File: src/rtl/afs_defs.vh
// constants shared by the frame serializer: register map, control bit
// positions, reset values and pipeline and frame timing counts.
// assumes inclusion by bare name from files under rtl/.
`ifndef AFS_DEFS_VH
`define AFS_DEFS_VH

// register byte offsets on the apb bus (12-bit address)
`define AFS_OFS_CTRL 12'h000
`define AFS_OFS_STATUS 12'h004
`define AFS_OFS_LAST_WORD 12'h008
`define AFS_OFS_FRAME_COUNT 12'h00c

// control register bit positions
`define AFS_CTRL_FORMAT 0
`define AFS_CTRL_DITHER 1
`define AFS_CTRL_SCRAMBLE 2
`define AFS_CTRL_GAIN 3
`define AFS_CTRL_PD_A 4
`define AFS_CTRL_PD_B 5
`define AFS_CTRL_W 6
`define AFS_CTRL_RESET 6'h00

// status register bit positions
`define AFS_STAT_LOCKED 0
`define AFS_STAT_SHUTDOWN 1
`define AFS_STAT_ACTIVE 2

// converter pipeline depth in encode edges, and frame length in bits
`define AFS_PIPE_DEPTH 9
`define AFS_FRAME_BITS 5'd20
`define AFS_LAST_BIT 5'd19

// pll relock time in encode edges after reset or shutdown
`define AFS_PLL_LOCK_EDGES 16'h0040

// dither generator seed, scrambler seed
`define AFS_LFSR_SEED 31'h00000001
`define AFS_SCRAMBLER_ENABLE_SEED 15'h7fff

`endif

File: src/rtl/afs_enc8b10b.v
// 8b/10b encoder for one octet, combinational, with running disparity
// carried in and out so two instances can be chained for one frame.
// assumes the caller registers the outgoing disparity between frames.
`timescale 1ns/1ps
module afs_enc8b10b
(
    // octet in and disparity before it (1 = positive)
    input wire [7:0] data_octet,
    input wire rd_in,
    // code group, bit 0 sent first, and disparity after it
    output reg [9:0] code_group,
    output reg rd_out
);

    // 5b/6b codes for negative disparity, bit 5 is a (first sent)
    function [5:0] afs_six;
        input [4:0] v;
        begin
            case (v)
                5'h00: afs_six = 6'h27;
                5'h01: afs_six = 6'h1d;
                5'h02: afs_six = 6'h2d;
                5'h03: afs_six = 6'h31;
                5'h04: afs_six = 6'h35;
                5'h05: afs_six = 6'h29;
                5'h06: afs_six = 6'h19;
                5'h07: afs_six = 6'h38;
                5'h08: afs_six = 6'h39;
                5'h09: afs_six = 6'h25;
                5'h0a: afs_six = 6'h15;
                5'h0b: afs_six = 6'h34;
                5'h0c: afs_six = 6'h0d;
                5'h0d: afs_six = 6'h2c;
                5'h0e: afs_six = 6'h1c;
                5'h0f: afs_six = 6'h17;
                5'h10: afs_six = 6'h1b;
                5'h11: afs_six = 6'h23;
                5'h12: afs_six = 6'h13;
                5'h13: afs_six = 6'h32;
                5'h14: afs_six = 6'h0b;
                5'h15: afs_six = 6'h2a;
                5'h16: afs_six = 6'h1a;
                5'h17: afs_six = 6'h3a;
                5'h18: afs_six = 6'h33;
                5'h19: afs_six = 6'h26;
                5'h1a: afs_six = 6'h16;
                5'h1b: afs_six = 6'h36;
                5'h1c: afs_six = 6'h0e;
                5'h1d: afs_six = 6'h2e;
                5'h1e: afs_six = 6'h1e;
                default: afs_six = 6'h2b;
            endcase
        end
    endfunction

    // 3b/4b codes for negative disparity, bit 3 is f (first sent)
    function [3:0] afs_four;
        input [2:0] v;
        begin
            case (v)
                3'h0: afs_four = 4'hb;
                3'h1: afs_four = 4'h9;
                3'h2: afs_four = 4'h5;
                3'h3: afs_four = 4'hc;
                3'h4: afs_four = 4'hd;
                3'h5: afs_four = 4'ha;
                3'h6: afs_four = 4'h6;
                default: afs_four = 4'he;
            endcase
        end
    endfunction

    reg [5:0] six;
    reg [3:0] four;
    reg rd_mid;
    reg use_alt;
    integer k;

    // table lookup, complement on positive disparity, sub-block tracking
    always @*
    begin
        six = afs_six(data_octet[4:0]);
        // unbalanced codes and the balanced d.7 take the complement
        if (rd_in && ((six != 6'h15 && six != 6'h2a && six != 6'h1a &&
            six != 6'h16 && six != 6'h0d && six != 6'h0b &&
            six != 6'h0e && six != 6'h1c && six != 6'h19 &&
            six != 6'h13 && six != 6'h25 && six != 6'h26 &&
            six != 6'h29 && six != 6'h2c && six != 6'h31 &&
            six != 6'h32 && six != 6'h34 && six != 6'h23) ||
            data_octet[4:0] == 5'h07))
        begin
            six = ~six;
        end
        // first sub-block: only an unbalanced six flips disparity
        rd_mid = (six[0] + six[1] + six[2] + six[3] + six[4] + six[5]
            == 3'd3) ? rd_in : ~rd_in;
        // alternate x.7 avoids a run of five equal bits
        use_alt = (data_octet[7:5] == 3'h7) &&
            ((!rd_mid && (data_octet[4:0] == 5'h11 ||
            data_octet[4:0] == 5'h12 || data_octet[4:0] == 5'h14)) ||
            (rd_mid && (data_octet[4:0] == 5'h0b ||
            data_octet[4:0] == 5'h0d || data_octet[4:0] == 5'h0e)));
        four = use_alt ? 4'h7 : afs_four(data_octet[7:5]);
        if (rd_mid && (four != 4'h9 && four != 4'h5 && four != 4'ha &&
            four != 4'h6))
        begin
            four = ~four;
        end
        // second sub-block decides the outgoing disparity
        rd_out = (four[0] + four[1] + four[2] + four[3] == 3'd2) ?
            rd_mid : ~rd_mid;
        // reverse so that a and f leave first
        code_group = 10'h000;
        for (k = 0; k < 6; k = k + 1)
            code_group[k] = six[5 - k];
        for (k = 0; k < 4; k = k + 1)
            code_group[6 + k] = four[3 - k];
    end

endmodule

File: src/rtl/afs_serializer_top.v
// digital output path of the converter: dither removal, data format,
// octet split, optional scrambling, 8b/10b coding and a serial lane.
// assumes pclk at 40 mhz, all inputs synchronous to pclk, the encode
// clock slower than one twentieth of pclk, and an apb master.
`timescale 1ns/1ps
`include "afs_defs.vh"
module afs_serializer_top
#(
    parameter [15:0] PLL_LOCK_EDGES = `AFS_PLL_LOCK_EDGES,
    parameter SAMPLE_W = 16
)
(
    // apb clock and reset
    input wire pclk,
    input wire presetn,
    // apb slave
    input wire psel,
    input wire penable,
    input wire pwrite,
    input wire [11:0] paddr,
    input wire [31:0] pwdata,
    input wire [3:0] pstrb,
    output reg [31:0] prdata,
    output reg pready,
    output reg pslverr,
    // converter core side
    input wire sample_clock_input,
    input wire [SAMPLE_W-1:0] adc_core_code,
    output reg [SAMPLE_W-1:0] dither_dac_code,
    output reg front_end_gain_select,
    output reg converter_power_down,
    // serial lane
    output reg serial_data_out,
    output reg serial_active,
    output reg frame_start
);

    // control and state registers
    reg [`AFS_CTRL_W-1:0] ctrl_reg; // software controls
    reg enc_q_reg; // encode clock, previous level
    reg [30:0] lfsr_reg; // dither generator
    reg [SAMPLE_W-1:0] dither_pipe_reg [0:`AFS_PIPE_DEPTH-1];
    reg [14:0] scrambler_enable_reg; // scrambler history
    reg rd_reg; // running disparity between frames
    reg [19:0] shift_reg; // frame being sent
    reg [4:0] bit_cnt_reg; // bits left in frame
    reg [15:0] lock_cnt_reg; // encode edges since relock start
    reg locked_reg; // pll considered locked
    reg [SAMPLE_W-1:0] last_word_reg; // last formatted word
    reg [15:0] frame_cnt_reg; // frames started, wraps
    integer i;

    // derived signals
    wire data_format_select = ctrl_reg[`AFS_CTRL_FORMAT];
    wire dither_enable = ctrl_reg[`AFS_CTRL_DITHER];
    wire scrambler_enable = ctrl_reg[`AFS_CTRL_SCRAMBLE];
    wire enc_rise = sample_clock_input & ~enc_q_reg;
    // shutdown needs both requests; one alone is ignored
    wire shutdown = ctrl_reg[`AFS_CTRL_PD_A] &
        ctrl_reg[`AFS_CTRL_PD_B];
    wire [SAMPLE_W-1:0] dither_now = dither_enable ?
        lfsr_reg[SAMPLE_W-1:0] : {SAMPLE_W{1'b0}};
    wire [SAMPLE_W-1:0] corrected;
    wire [SAMPLE_W-1:0] formatted;
    wire [30:0] scrambler_enable_out;
    wire [15:0] octets;
    wire [9:0] group_one;
    wire [9:0] group_two;
    wire rd_mid;
    wire rd_end;
    wire apb_setup = psel & ~penable;
    wire apb_write = psel & penable & pwrite & pready;

    // parallel self-synchronising scrambler, msb of the word first
    function [30:0] afs_scramble16;
        input [15:0] d;
        input [14:0] st;
        reg [14:0] s;
        reg [15:0] o;
        integer n;
        begin
            s = st;
            o = 16'h0000;
            for (n = 15; n >= 0; n = n - 1)
            begin
                o[n] = d[n] ^ s[13] ^ s[14];
                s = {s[13:0], o[n]};
            end
            afs_scramble16 = {s, o};
        end
    endfunction

    // the digitised result still carries the dither added nine edges
    // ago; the oldest pipeline slot holds exactly that value
    assign corrected = adc_core_code -
        dither_pipe_reg[`AFS_PIPE_DEPTH-1];
    // offset binary is the core code, two's complement flips the msb
    assign formatted = data_format_select ?
        {~corrected[SAMPLE_W-1], corrected[SAMPLE_W-2:0]} :
        corrected;
    assign scrambler_enable_out = afs_scramble16(formatted[15:0], scrambler_enable_reg);
    // scrambling is bypassed unless enabled; coding always follows
    assign octets = scrambler_enable ? scrambler_enable_out[15:0] :
        formatted[15:0];

    // first octet carries the upper byte of the word
    afs_enc8b10b u_enc_first
    (
        .data_octet(octets[15:8]),
        .rd_in(rd_reg),
        .code_group(group_one),
        .rd_out(rd_mid)
    );

    // second octet carries the lower byte, disparity chained on
    afs_enc8b10b u_enc_second
    (
        .data_octet(octets[7:0]),
        .rd_in(rd_mid),
        .code_group(group_two),
        .rd_out(rd_end)
    );

    // apb control register write, byte lane zero holds all bits
    always @(posedge pclk or negedge presetn)
    begin
        if (!presetn)
            ctrl_reg <= `AFS_CTRL_RESET;
        else if (apb_write && paddr == `AFS_OFS_CTRL && pstrb[0])
            ctrl_reg <= pwdata[`AFS_CTRL_W-1:0];
    end

    // apb answer: ready in the access cycle, data prepared in setup
    always @(posedge pclk or negedge presetn)
    begin
        if (!presetn)
        begin
            pready <= 1'b0;
            pslverr <= 1'b0;
            prdata <= 32'h00000000;
        end
        else
        begin
            pready <= apb_setup;
            pslverr <= 1'b0;
            prdata <= 32'h00000000;
            if (apb_setup)
            begin
                case (paddr)
                    `AFS_OFS_CTRL:
                        prdata <= {26'h0, ctrl_reg};
                    `AFS_OFS_STATUS:
                        prdata <= {29'h0, serial_active,
                            shutdown, locked_reg};
                    `AFS_OFS_LAST_WORD:
                        prdata <= {16'h0000, last_word_reg};
                    `AFS_OFS_FRAME_COUNT:
                        prdata <= {16'h0000, frame_cnt_reg};
                    default:
                        pslverr <= 1'b1; // unmapped address
                endcase
            end
        end
    end

    // front-end gain and power-down levels to the analog core
    always @(posedge pclk or negedge presetn)
    begin
        if (!presetn)
        begin
            front_end_gain_select <= 1'b0;
            converter_power_down <= 1'b0;
        end
        else
        begin
            // low picks the wide range, high the narrow one
            front_end_gain_select <= ctrl_reg[`AFS_CTRL_GAIN];
            converter_power_down <= shutdown;
        end
    end

    // encode clock edge detect; the pin is already synchronous
    always @(posedge pclk or negedge presetn)
    begin
        if (!presetn)
            enc_q_reg <= 1'b0;
        else
            enc_q_reg <= sample_clock_input;
    end

    // pll relock: counts encode edges after reset or shutdown.
    // the counter stands in for a real lock detector, so its length
    // must exceed the worst relock time of the analog loop
    always @(posedge pclk or negedge presetn)
    begin
        if (!presetn)
        begin
            lock_cnt_reg <= 16'h0000;
            locked_reg <= 1'b0;
        end
        else if (shutdown)
        begin
            lock_cnt_reg <= 16'h0000;
            locked_reg <= 1'b0;
        end
        else if (enc_rise && !locked_reg)
        begin
            lock_cnt_reg <= lock_cnt_reg + 16'h0001;
            if (lock_cnt_reg == PLL_LOCK_EDGES - 16'h0001)
                locked_reg <= 1'b1;
        end
    end

    // dither generator and its delay line, advanced on encode edges
    always @(posedge pclk or negedge presetn)
    begin
        if (!presetn)
        begin
            lfsr_reg <= `AFS_LFSR_SEED;
            dither_dac_code <= {SAMPLE_W{1'b0}};
            for (i = 0; i < `AFS_PIPE_DEPTH; i = i + 1)
                dither_pipe_reg[i] <= {SAMPLE_W{1'b0}};
        end
        else if (shutdown)
        begin
            dither_dac_code <= {SAMPLE_W{1'b0}};
        end
        else if (enc_rise)
        begin
            // long sequence x31 + x28 + 1
            lfsr_reg <= {lfsr_reg[29:0], lfsr_reg[30] ^ lfsr_reg[27]};
            // offset added to the held sample by the dither dac
            dither_dac_code <= dither_now;
            // keep the value that went with each sample for nine edges
            dither_pipe_reg[0] <= dither_now;
            for (i = 1; i < `AFS_PIPE_DEPTH; i = i + 1)
                dither_pipe_reg[i] <= dither_pipe_reg[i-1];
        end
    end

    // frame build and serial shift, one bit per pclk.
    // once locked, a new encode edge always starts a new frame; with the encode
    // clock at or below pclk/20 the previous frame has ended by then
    always @(posedge pclk or negedge presetn)
    begin
        if (!presetn)
        begin
            scrambler_enable_reg <= `AFS_SCRAMBLER_ENABLE_SEED;
            rd_reg <= 1'b0;
            shift_reg <= 20'h00000;
            bit_cnt_reg <= 5'd0;
            serial_data_out <= 1'b0;
            serial_active <= 1'b0;
            frame_start <= 1'b0;
            last_word_reg <= {SAMPLE_W{1'b0}};
            frame_cnt_reg <= 16'h0000;
        end
        else if (shutdown || !locked_reg)
        begin
            // lane quiet while stopped or relocking
            bit_cnt_reg <= 5'd0;
            serial_data_out <= 1'b0;
            serial_active <= 1'b0;
            frame_start <= 1'b0;
        end
        else if (enc_rise)
        begin
            // group one sits in the low bits, its bit zero goes first
            shift_reg <= {1'b0, group_two, group_one[9:1]};
            serial_data_out <= group_one[0];
            bit_cnt_reg <= `AFS_LAST_BIT;
            serial_active <= 1'b1;
            frame_start <= 1'b1;
            rd_reg <= rd_end;
            if (scrambler_enable)
                scrambler_enable_reg <= scrambler_enable_out[30:16];
            last_word_reg <= formatted;
            frame_cnt_reg <= frame_cnt_reg + 16'h0001;
        end
        else if (bit_cnt_reg != 5'd0)
        begin
            // remaining bits of the frame, group two after group one
            shift_reg <= {1'b0, shift_reg[19:1]};
            serial_data_out <= shift_reg[0];
            bit_cnt_reg <= bit_cnt_reg - 5'd1;
            frame_start <= 1'b0;
        end
        else
        begin
            // idle between frames
            serial_data_out <= 1'b0;
            serial_active <= 1'b0;
            frame_start <= 1'b0;
        end
    end

endmodule

File: config.mk
export PLATFORM = sky130hd
export DESIGN_NAME = afs_serializer_top
export DESIGN_NICKNAME = d
export VERILOG_FILES = /design/src/rtl/afs_enc8b10b.v /design/src/rtl/afs_serializer_top.v
export VERILOG_INCLUDE_DIRS = /design/src /design/src/rtl
export SDC_FILE = /design/constraint.sdc
export NUM_CORES = 1
export LEC_CHECK = 0
export BUFFER_PORTS_ARGS = -buffer_cell sky130_fd_sc_hd__buf_2
export CORE_MARGIN = 2
export CORE_UTILIZATION = 35
export CTS_CLUSTER_SIZE = 40
export DETAILED_ROUTE_END_ITERATION = 7
export HOLD_SLACK_MARGIN = 0.02
export PLACE_DENSITY = 0.54
export REMOVE_ABC_BUFFERS = 1
export SLEW_MARGIN = 20
export SYNTH_ARGS = -nofsm -noshare
export SYNTH_HDL_FRONTEND = slang
export SYNTH_SLANG_ARGS = --single-unit
export TNS_END_PERCENT = 30
File: constraint.sdc
create_clock -name pclk -period 26.3 [get_ports pclk]
set_input_delay 2.63 -clock pclk [delete_from_list [all_inputs] [get_ports pclk]]
set_output_delay 2.63 -clock pclk [all_outputs]
set_load 0.02 [all_outputs]
==> results.md, run 1 <==
* Status: completed
* P_int at 0.00101 W
* Leak Pwr at 9.14 nW
* Detailed-route via count at around 12000
* Syn_area_per_cell at 9.10 sq um
* Max Clock Skew at ~0.014 ns
* Ant diodes at 0
* Post-synth EDFFs at 0
* Register-to-Register Path Depth at 69
* Area leader, netlist: dfrtp_1
* 1st-pass router iterations at 4
* CTS hold repair buffers at 0
* Sequential Power Share at 0.317
* Worst-skew pair later-pin latency at ~0.56 ns
* Worst slew pin tran at 1.06 ns
* Layout net count at 1962
* Post-CTS Setup Bufs at 0
* Placer Congestion at slightly above 0.8
* Hold Crit Class: reg -> reg
* Most Frequent Cell on Critical Path: inv_1
* Wire per inst at roughly 15 microns
* Global route overflow at 0
* Vias in the first global route at 12100
* Crit share post-route at 0.674
* Die ar. at around 48000 sq um
* Slew Viols, Final at 0
* Sw Share at 0.347
* Yosys top cell area share at 0.452
* Rows at approximately 80
* Clock buffer depth at 3
* Die span in x at 220 microns
* Max FFs per register at approximately 140
* Combinational share of power at 0.353
* Placed cell count at 2407
* Sequential share of the synthesized area at 0.477
* Synthesis Warnings at 0
* Achievable clock frequency at ~56 MHz
* Unrepaired setup endpoints after global routing: no
* Maximum vdd drop at between 0.1 and 0.15 mV
* Sink Count at 310
* Crit-path max FO at 14
* Post-CTS sizing at 0
* Port bufs at 79
* Most frequent cells after synthesis: nand2_1 (576), dfrtp_1 (294), nor2_1 (106)
* CTS tree: built
* DRC at 0
* Initial Util at 0.352
* Area growth from synthesis to layout at 13.2%
* Final ANT Viol Nets at 0
* Initial DRC count at roughly 780
* Crit-path max cell delay at between 0.5 and 0.6 ns
* Die Span Y at between 200 and 250 microns
* Ratio of cells with drive above 1 in the final layout at 0.125
* CTS root buf: clkbuf_16
* Clk pwr share at 0.331
* Cells after Synth at 1791
* Non-Filler Instances at between 2000 and 2500
* Avg Vias per Cell at 4.92
* Worst hold slack at a little over 0.4 ns
* First-pass GRT wire length at around 62 mm
* DPL Wire Length at ~24 mm
* Largest net degree at the start of global routing at about 130
* Final Setup Violations at 0
* Critical path data arrival time at 18.21 ns
* Crit Path Class: in -> reg
* Core area at about 46000 sq um
* Drt total wl at 37.2 mm
* Max Cap Violations at 0
* Most common flop cell mapped by yosys: dfrtp_1
* Post-synth ARST share at 1.00
* Setup TNS at 0 ns
* Net Sw Power at between 0.0005 and 0.0006 W
* CTS clock-pin slew for the worst setup and hold paths at roughly 0.060 ns
* Final min period at around 18 ns
* Flops & latches, synth at 310
* Library cells used by synthesis at between 90 and 100
* H-tree depth at 2
* CP Launch Type: primary input
* Power Density at approximately 84 nW/um^2
* Slowest cell on the critical path: xnor2_1
* Ports at 125
* Count leader, synth: nand2_1
* Fin. Hold Viols at 0
* Largest cells by area after synthesis: dfrtp_1 (45%), nand2_1 (13%), xnor2_1 (4.0%), ha_1 (3.4%), dfstp_2 (2.6%)
* Synth Cell Area at around 16000 sq um
* WHS Path Cells at 0
* Crit. End Element: register
* Filler cells at between 4000 and 5000
* GRT Util Overall at 0.160
* Worst path required time at ~27 ns
* CTS Buf Count at 36
* Initial antenna violation count at 1
* Slew margin rel. at 0.295
==> worst max-delay path, delay by kind of cell <==
kind	cells	cell delay, ns
muxes	1	0.23
and+or+nand+nor	17	2.29
adders and majority gates	16	5.35
xor gates and xnor gates	8	2.23
AOI/OAI and AO/OA	16	4.27
buffers and inverters	13	1.17
==> power groups by stage <==
stage | sequential, W | combinational (W) | clock, W
final | 0.000492 | 0.000548 | 0.000513
after global routing | 0.000493 | 0.000627 | 0.000549
after CTS | 0.000492 | 0.000557 | 0.000529
after global placement | 0.000501 | 0.000552 | 0
after detailed placement | 0.000501 | 0.000554 | 0
after floorplan | 0.000499 | 0.000441 | 0
==> cell usage in the layout, fill, tap and decap left out, types with 7 or more instances in the layout <==
| cell | n |
|---|---|
| a211oi_1 | 10 |
| a21o_1 | 11 |
| a21oi_1 | 53 |
| a22o_1 | 33 |
| a31oi_1 | 9 |
| and2_1 | 11 |
| and3_1 | 18 |
| buf_2 | 78 |
| buf_4 | 22 |
| clkbuf_1 | 10 |
| clkbuf_16 | 36 |
| conb_1 | 16 |
| dfrtp_1 | 294 |
| dfstp_2 | 16 |
| fa_1 | 9 |
| ha_1 | 44 |
| inv_1 | 48 |
| mux2_2 | 18 |
| mux2i_1 | 18 |
| nand2_1 | 575 |
| nand3_1 | 32 |
| nand4_1 | 15 |
| nor2_1 | 105 |
| nor2b_1 | 7 |
| nor3_1 | 21 |
| nor4_1 | 8 |
| o21a_1 | 7 |
| o21ai_0 | 61 |
| o21ai_1 | 9 |
| or3_1 | 14 |
| xnor2_1 | 74 |
| xor2_1 | 44 |
==> worst paths after layout <==
path / startpoint / endpoint / slack (ns)
min in group asynchronous: presetn / dither_dac_code[0] / 1.97
worst min register to register: ctrl_reg[3] / front_end_gain_select / 0.41
worst max-delay path: adc_core_code[0] / rd_reg / 8.57
max in group asynchronous: presetn / dither_pipe_reg[0] / 22.60
worst max register to register: dither_pipe_reg[0] / rd_reg / 10.53
worst min-delay path: ctrl_reg[3] / front_end_gain_select / 0.41
==> layout make-up <==
cell class | count | area (sq um) | area share
Multi-Input combinational cell | 1338 | 7900 | 0.428
Inverter | 51 | 191 | 0.0104
Clock buffer | 52 | 1020 | 0.0554
Sequential cell | 310 | 7780 | 0.422
Clock inverter | 13 | 194 | 0.0105
Tap cell | 607 | 759 | 0.0412
Timing Repair Buffer | 102 | 598 | 0.0324
==> routing by layer <==
| metal | vias up | global-route usage | wire length [microns] |
|---|---|---|---|
| li1 | 6039 | - | - |
| met1 | 5870 | 0.219 | 17800 |
| met2 | 206 | 0.259 | 17000 |
| met3 | 53 | 0.0288 | 1590 |
| met4 | 2 | 0.0447 | 788 |
| met5 | - | 0 | 7 |
==> logic make-up (layout without fill, tap and decap cells) <==
kind of cell	after synthesis	after routing	share of synthesized area
xor+xnor	126	126	0.0738
fa+ha+maj	53	53	0.0449
compound gates	263	263	0.116
flops	310	310	0.477
other cells	1	16	0.000230
mux	39	39	0.0276
buf+inv	158	218	0.0419
simple gates	841	841	0.218
==> metrics by stage <==
stage | utilization | power [W] | instance area, sq um | worst slack [ns]
after floorplan | - | 0.000941 | 15900 | 10.06
after global placement | 0.372 | 0.00105 | 17200 | 8.13
after detailed placement | 0.372 | 0.00105 | 17200 | 7.89
after CTS | 0.398 | 0.00158 | 18400 | 8.44
after global routing | 0.399 | 0.00167 | 18400 | 7.32
final | 0.399 | 0.00155 | 18400 | 8.57
Note: power is estimated with default switching activity, not from simulation.
==> inputs of run 2 (changes only) <==
==> constraint.sdc (replaced) <==
create_clock -name pclk -period 17.75 [get_ports pclk]
set_input_delay 1.775 -clock pclk [delete_from_list [all_inputs] [get_ports pclk]]
set_output_delay 1.775 -clock pclk [all_outputs]
set_load 0.02 [all_outputs]
==> run 2 against run 1 <==
- hold slack improved by 0.0019 ns
- wire length decreased by 0.50%
- sequential cell count unchanged
- register-to-register slack got worse by 8.0 ns
- critical path type unchanged
- largest power group unchanged
- worst setup slack got worse by 7.2 ns
- combinational power increased by 60%
- final cell count about the same
==> results.md, run 2 (synthesis results as in run 1) <==
* Crit Path Class: in -> reg
* Slew Viols, Final at 0 (unchanged)
* Crit share post-route at 0.922
* Dpl cell area at 17200 sq um (about the same)
* Leak Pwr at 9.17 nW (+0.29%)
* Critical path data arrival time at 16.78 ns (-1.43 ns)
* Clock buffer depth at 3 (unchanged)
* Sequential Power Share at 0.305 (-0.012)
* CTS root buf: clkbuf_16
* First-pass GRT wire length at 61.7 mm (-1.2%)
* Initial Util at 0.352 (unchanged)
* H-tree depth at 2 (unchanged)
* Vias in the first global route at 11800 (-2.5%)
* Max Cap Violations at 0 (unchanged)
* Drt total wl at 37.0 mm (-0.50%)
* Worst slew pin tran at 1.01 ns (-0.0494 ns)
* Final min period at 16.36 ns
* Achievable clock frequency at about 61 MHz
* Slew margin rel. at 0.328 (+0.0330)
* Max FFs per register at 144 (unchanged)
* CTS clock-pin slew for the worst setup and hold paths at 0.06 ns (about the same)
* Rows at 79 (unchanged)
* Detailed-route via count at 12200 (+0.48%)
* Layout net count at 1962 (unchanged)
* DRC at 0 (unchanged)
* Area growth from synthesis to layout at 13.5%
* P_int at 0.00155 W (+53%)
* Largest net degree at the start of global routing at 152 (+16%)
* CP Launch Type: primary input
* Global route overflow at 0 (unchanged)
* Port bufs at 79 (unchanged)
* Combinational share of power at 0.367 (+0.014)
* Maximum vdd drop at 0.118 mV (+5.8%)
* Die Span Y at 220 microns (unchanged)
* Setup slack, reg-to-reg at 2.48 ns (-8.05 ns)
* Setup TNS at 0 ns (unchanged)
* Crit. End Element: register
* Post-CTS sizing at 0 (unchanged)
* Initial antenna violation count at 1 (unchanged)
* 1st-pass router iterations at 5 (+1)
* Commonest non-fill, non-tap cell in the layout: nand2_1
* Power Density at 129 nW/um^2 (+54%)
* Status: completed
* DPL Wire Length at 24.3 mm (-0.21%)
* Core area at 46300 sq um (unchanged)
* Slowest cell on the critical path: fa_1
* Post-CTS Setup Bufs at 0 (unchanged)
* Initial DRC count at 713 (-8.1%)
* Ant diodes at 0 (unchanged)
* Sink Count at 310 (unchanged)
* Crit-path max FO at 14 (unchanged)
* Final ANT Viol Nets at 0 (unchanged)
* CTS tree: built
* Most Frequent Cell on Critical Path: inv_1
* Crit-path leading delay family: adder cells
* Die ar. at 48300 sq um (unchanged)
* Fin. Hold Viols at 0 (unchanged)
* Sw Share at 0.352 (+0.00494)
* Die span in x at 220 microns (unchanged)
* Crit-path max cell delay at 0.52 ns (-0.07 ns)
* Worst path required time at 18.18 ns (-8.60 ns)
* Max Clock Skew at 0.0197 ns (+0.00565 ns)
* Ratio of cells with drive above 1 in the final layout at 0.126 (+0.00147)
* Avg Vias per Cell at 4.94 (+0.40%)
* Placer Congestion at 0.841 (+1.6%)
* Ports at 125 (unchanged)
* Fin area at 18500 sq um (+0.29%)
* GRT Util Overall at 0.158 (-0.00184)
* Unrepaired setup endpoints after global routing: no
* CTS hold repair buffers at 0 (unchanged)
* Clk pwr share at 0.328 (-0.003)
* WP buf/inv at 15 (+2)
* Wire per inst at 14.9 microns (-0.58%)
* Final Setup Violations at 0 (unchanged)
* CTS Buf Count at 37 (+2.8%)
* Most frequent cells in the layout: nand2_1 (575), dfrtp_1 (294), nor2_1 (105)
* Net Sw Power at 0.000842 W (+56%)
* Worst-skew pair later-pin latency at 0.55 ns (about the same)
* Hold Crit Class: reg -> reg
[run 2: per-stage QoR]
step,hold slack (ns),std cells,power (W),setup slack [ns],utilization
global route,0.427,2475,0.00256,0.233,0.400
detailed placement,0.404,2407,0.00161,0.863,0.372
global placement,0.404,2407,0.00160,1.08,0.372
finish,0.410,2475,0.00239,1.39,0.400
CTS,0.418,2475,0.00242,1.39,0.400
floorplan,0.371,1699,0.00139,2.37,-
[run 2: power groups by stage]
stage / sequential (W) / clock (W) / combinational [W]
floorplan: 0.000740 / 0 / 0.000654
global placement: 0.000741 / 0 / 0.000854
detailed placement: 0.000742 / 0 / 0.000868
CTS: 0.000729 / 0.000815 / 0.000878
global route: 0.000731 / 0.000840 / 0.000985
finish: 0.000730 / 0.000786 / 0.000879
[run 2: metal layers]
metal	wire length (microns)	share of wire	up-vias	track usage
met3	1700	0.046	82	0.0253
met2	16200	0.44	269	0.242
met5	0	0	-	0
li1	-	-	6053	-
met1	17900	0.48	5825	0.223
met4	1200	0.032	0	0.0626
[run 2: worst paths after layout]
path	from	end	cells past startpoint
max	adc_core_code[0]	rd_reg	73
min in group asynchronous	presetn	lock_cnt_reg[7]	1
min	ctrl_reg[3]	front_end_gain_select	0
max in group asynchronous	presetn	ctrl_reg[5]	3
min reg2reg	ctrl_reg[3]	front_end_gain_select	0
max reg2reg	dither_pipe_reg[0]	rd_reg	71
[run 2: final cells by class]
type,count,area [sq um]
Clock buffer,56,1090
Clock inverter,12,185
Fill cell,4662,27800
Inverter,51,191
Multi-Input combinational cell,1338,7910
Sequential cell,310,7780
Tap cell,607,759
Timing Repair Buffer,101,587
==> inputs of run 3 (changes only) <==
--- a/config.mk
+++ b/config.mk
@@ -8,11 +8,11 @@
 export LEC_CHECK = 0
 export BUFFER_PORTS_ARGS = -buffer_cell sky130_fd_sc_hd__buf_2
 export CORE_MARGIN = 2
-export CORE_UTILIZATION = 35
+export CORE_UTILIZATION = 55
 export CTS_CLUSTER_SIZE = 40
 export DETAILED_ROUTE_END_ITERATION = 7
 export HOLD_SLACK_MARGIN = 0.02
-export PLACE_DENSITY = 0.54
+export PLACE_DENSITY = 0.8
 export REMOVE_ABC_BUFFERS = 1
 export SLEW_MARGIN = 20
 export SYNTH_ARGS = -nofsm -noshare
==> constraint.sdc (replaced) <==
create_clock -name pclk -period 14 [get_ports pclk]
set_input_delay 1.4 -clock pclk [delete_from_list [all_inputs] [get_ports pclk]]
set_output_delay 1.4 -clock pclk [all_outputs]
set_load 0.02 [all_outputs]
==> run 3 against run 2 <==
- global-route usage up 9.0 points
- wire length up 3.9%
- core utilization up 26 points
- combinational power rose to 2.6 times the previous value
- final cell count down 4.6%
- die area down 36%
- hold slack better by 0.0063 ns
- non-clock buffer count up 117
- via count up 8.0%
- clock power up 11%
==> results.md, run 3 (synthesis results as in run 1) <==
* Status: completed
* Area growth from synthesis to layout at 19.2%
* Crit-path leading delay family: buffers and inverters
* Setup TNS at 0 ns (unchanged)
* Unrepaired setup endpoints after global routing: yes
* Initial Util at 0.554 (+0.202)
* DRC at 0 (unchanged)
* Register-to-Register Path Depth at 76 (+7.0%)
* Worst slew pin tran at 1.01 ns (-0.00232 ns)
* Wire per inst at 16.3 microns (+8.8%)
* CTS root buf: clkbuf_16
* Crit Path Class: in -> reg
* DP Worst Slack at -0.992 ns (-1.86 ns)
* GRT Util Overall at 0.248 (+0.0897)
* Max Clock Skew at 0.0196 ns (-0.0000921 ns)
* First-pass GRT wire length at 63.2 mm (+2.4%)
* Leak Pwr at 9.72 nW (+6.0%)
* Ratio of cells with drive above 1 in the final layout at 0.210 (+0.0836)
* Fin. Hold Viols at 0 (unchanged)
* Global route overflow at 0 (unchanged)
* Ports at 125 (unchanged)
* CTS Buf Count at 34 (-8.1%)
* Final ANT Viol Nets at 0 (unchanged)
* Power Density at 212 nW/um^2 (+64%)
* Crit share post-route at 0.999
* Final min period at ~14 ns
* Worst-skew pair later-pin latency at 0.52 ns (-0.03 ns)
* WHS Path Cells at 0 (unchanged)
* Max Cap Violations at 0 (unchanged)
* Clock buffer depth at 3 (unchanged)
* Setup slack, reg-to-reg at 0.62 ns (-1.86 ns)
* Worst hold slack at 0.416 ns (+0.00628 ns)
* Initial antenna violation count at 0 (-1)
* CTS clock-pin slew for the worst setup and hold paths at 0.06 ns (about the same)
* FF-to-FF End: rd_reg
* Final Setup Violations at 0 (unchanged)
* Die Span Y at 176 microns (-20%)
* Max FFs per register at 144 (unchanged)
* Reg2reg start: dither_pipe_reg[0]
* CP Launch Type: primary input
* Most Frequent Cell on Critical Path: buf_4
* Worst path required time at 14.39 ns (-3.79 ns)
* Critical path data arrival time at 14.37 ns (-2.41 ns)
* Largest net degree at the start of global routing at 124 (-18%)
* Achievable clock frequency at 71.5 MHz
* Rows at 63 (-20%)
* Port bufs at 79 (unchanged)
* Vias in the first global route at 13100 (+10%)
* Crit-path max cell delay at 0.56 ns (+0.04 ns)
* Worst setup margin at 0.0191 ns (-1.37 ns)
* CTS tree: built
* Slew margin rel. at 0.329 (+0.00155)
* Layout net count at 2076 (+5.8%)
* Most frequent cells in the layout: nand2_1 (573), dfrtp_1 (294), buf_4 (134)
* Slowest cell on the critical path: fa_1
* Die span in x at 176 microns (-20%)
* Drt total wl at 38.4 mm (+3.9%)
* Dpl cell area at 17500 sq um (+1.8%)
* 1st-pass router iterations at 7 (+2)
* Die ar. at 31000 sq um (-36%)
* Placer Congestion at 0.876 (+4.2%)
* Detailed-route via count at 13200 (+8.0%)
* Avg Vias per Cell at 5.59 (+13%)
* Hold wc startpoint: ctrl_reg[3]
* Core area at 29400 sq um (-36%)
* Initial DRC count at 1189 (+67%)
* Min-Delay Endpoint: front_end_gain_select
* H-tree depth at 2 (unchanged)
* Slew Viols, Final at 0 (unchanged)
* Commonest non-fill, non-tap cell in the layout: nand2_1
* Maximum vdd drop at 0.329 mV (+180%)
* Ant diodes at 0 (unchanged)
* Crit. End Element: register
* Sink Count at 310 (unchanged)
* DPL Wire Length at 24.5 mm (+0.55%)
* Crit-path max FO at 12 (-2)
* Total power at 0.00411 W (+72%)
* Fin area at 19400 sq um (+5.0%)
* Hold Crit Class: reg -> reg
* WP buf/inv at 29 (+14)
run 3: how the worst max path moves through the flow:
| stage | startpoint | to | slack, ns | cells past startpoint |
|---|---|---|---|---|
| detailed placement | adc_core_code[0] | rd_reg | -0.99 | 70 |
| CTS | adc_core_code[0] | rd_reg | 0.02 | 71 |
| global placement | adc_core_code[0] | rd_reg | -0.65 | 70 |
| global route | adc_core_code[0] | rd_reg | -0.43 | 71 |
| finish | adc_core_code[0] | rd_reg | 0.02 | 78 |
| floorplan | adc_core_code[0] | rd_reg | -1.01 | 70 |
run 3: power breakdown:
| group | total, W | switching (W) | internal [W] |
|---|---|---|---|
| Clock | 0.000874 | 0.000361 | 0.000513 |
| Combinational | 0.00232 | 0.00112 | 0.00120 |
| Sequential | 0.000925 | 0.0000123 | 0.000913 |
| Total | 0.00411 | 0.00149 | 0.00263 |
run 3: routing by layer:
layer	GRT usage	vias up	wire (microns)
li1	-	6252	-
met2	0.425	420	19000
met1	0.324	6441	16300
met5	0	-	0
met4	0.0792	0	1060
met3	0.0390	92	2050
run 3: per-stage QoR:
step	utilization	std cells
3_3_place_gp	0.596	2268
3_5_place_dp	0.596	2268
2_1_floorplan	-	1699
5_1_grt	0.661	2362
4_1_cts	0.647	2349
6_report	0.661	2362
run 3: area by class of cell:
class                   count  area (sq um)
well taps                 390           488
inverters                  51           194
clock inverters             9           135
clock buffers              46           946
fillers                  2157          9980
multi-input cells        1338          8390
repair buffers            218          1490
flip-flops and latches    310          7780
run 3: what timing repair did:
action                                  CTS  global route
setup buffers                            26            13
gates resized for setup                  43            58
endpoints found under the setup margin    1             5
hold buffers                              0             0
endpoints found under the hold margin     0             0
pin swaps                                35            57
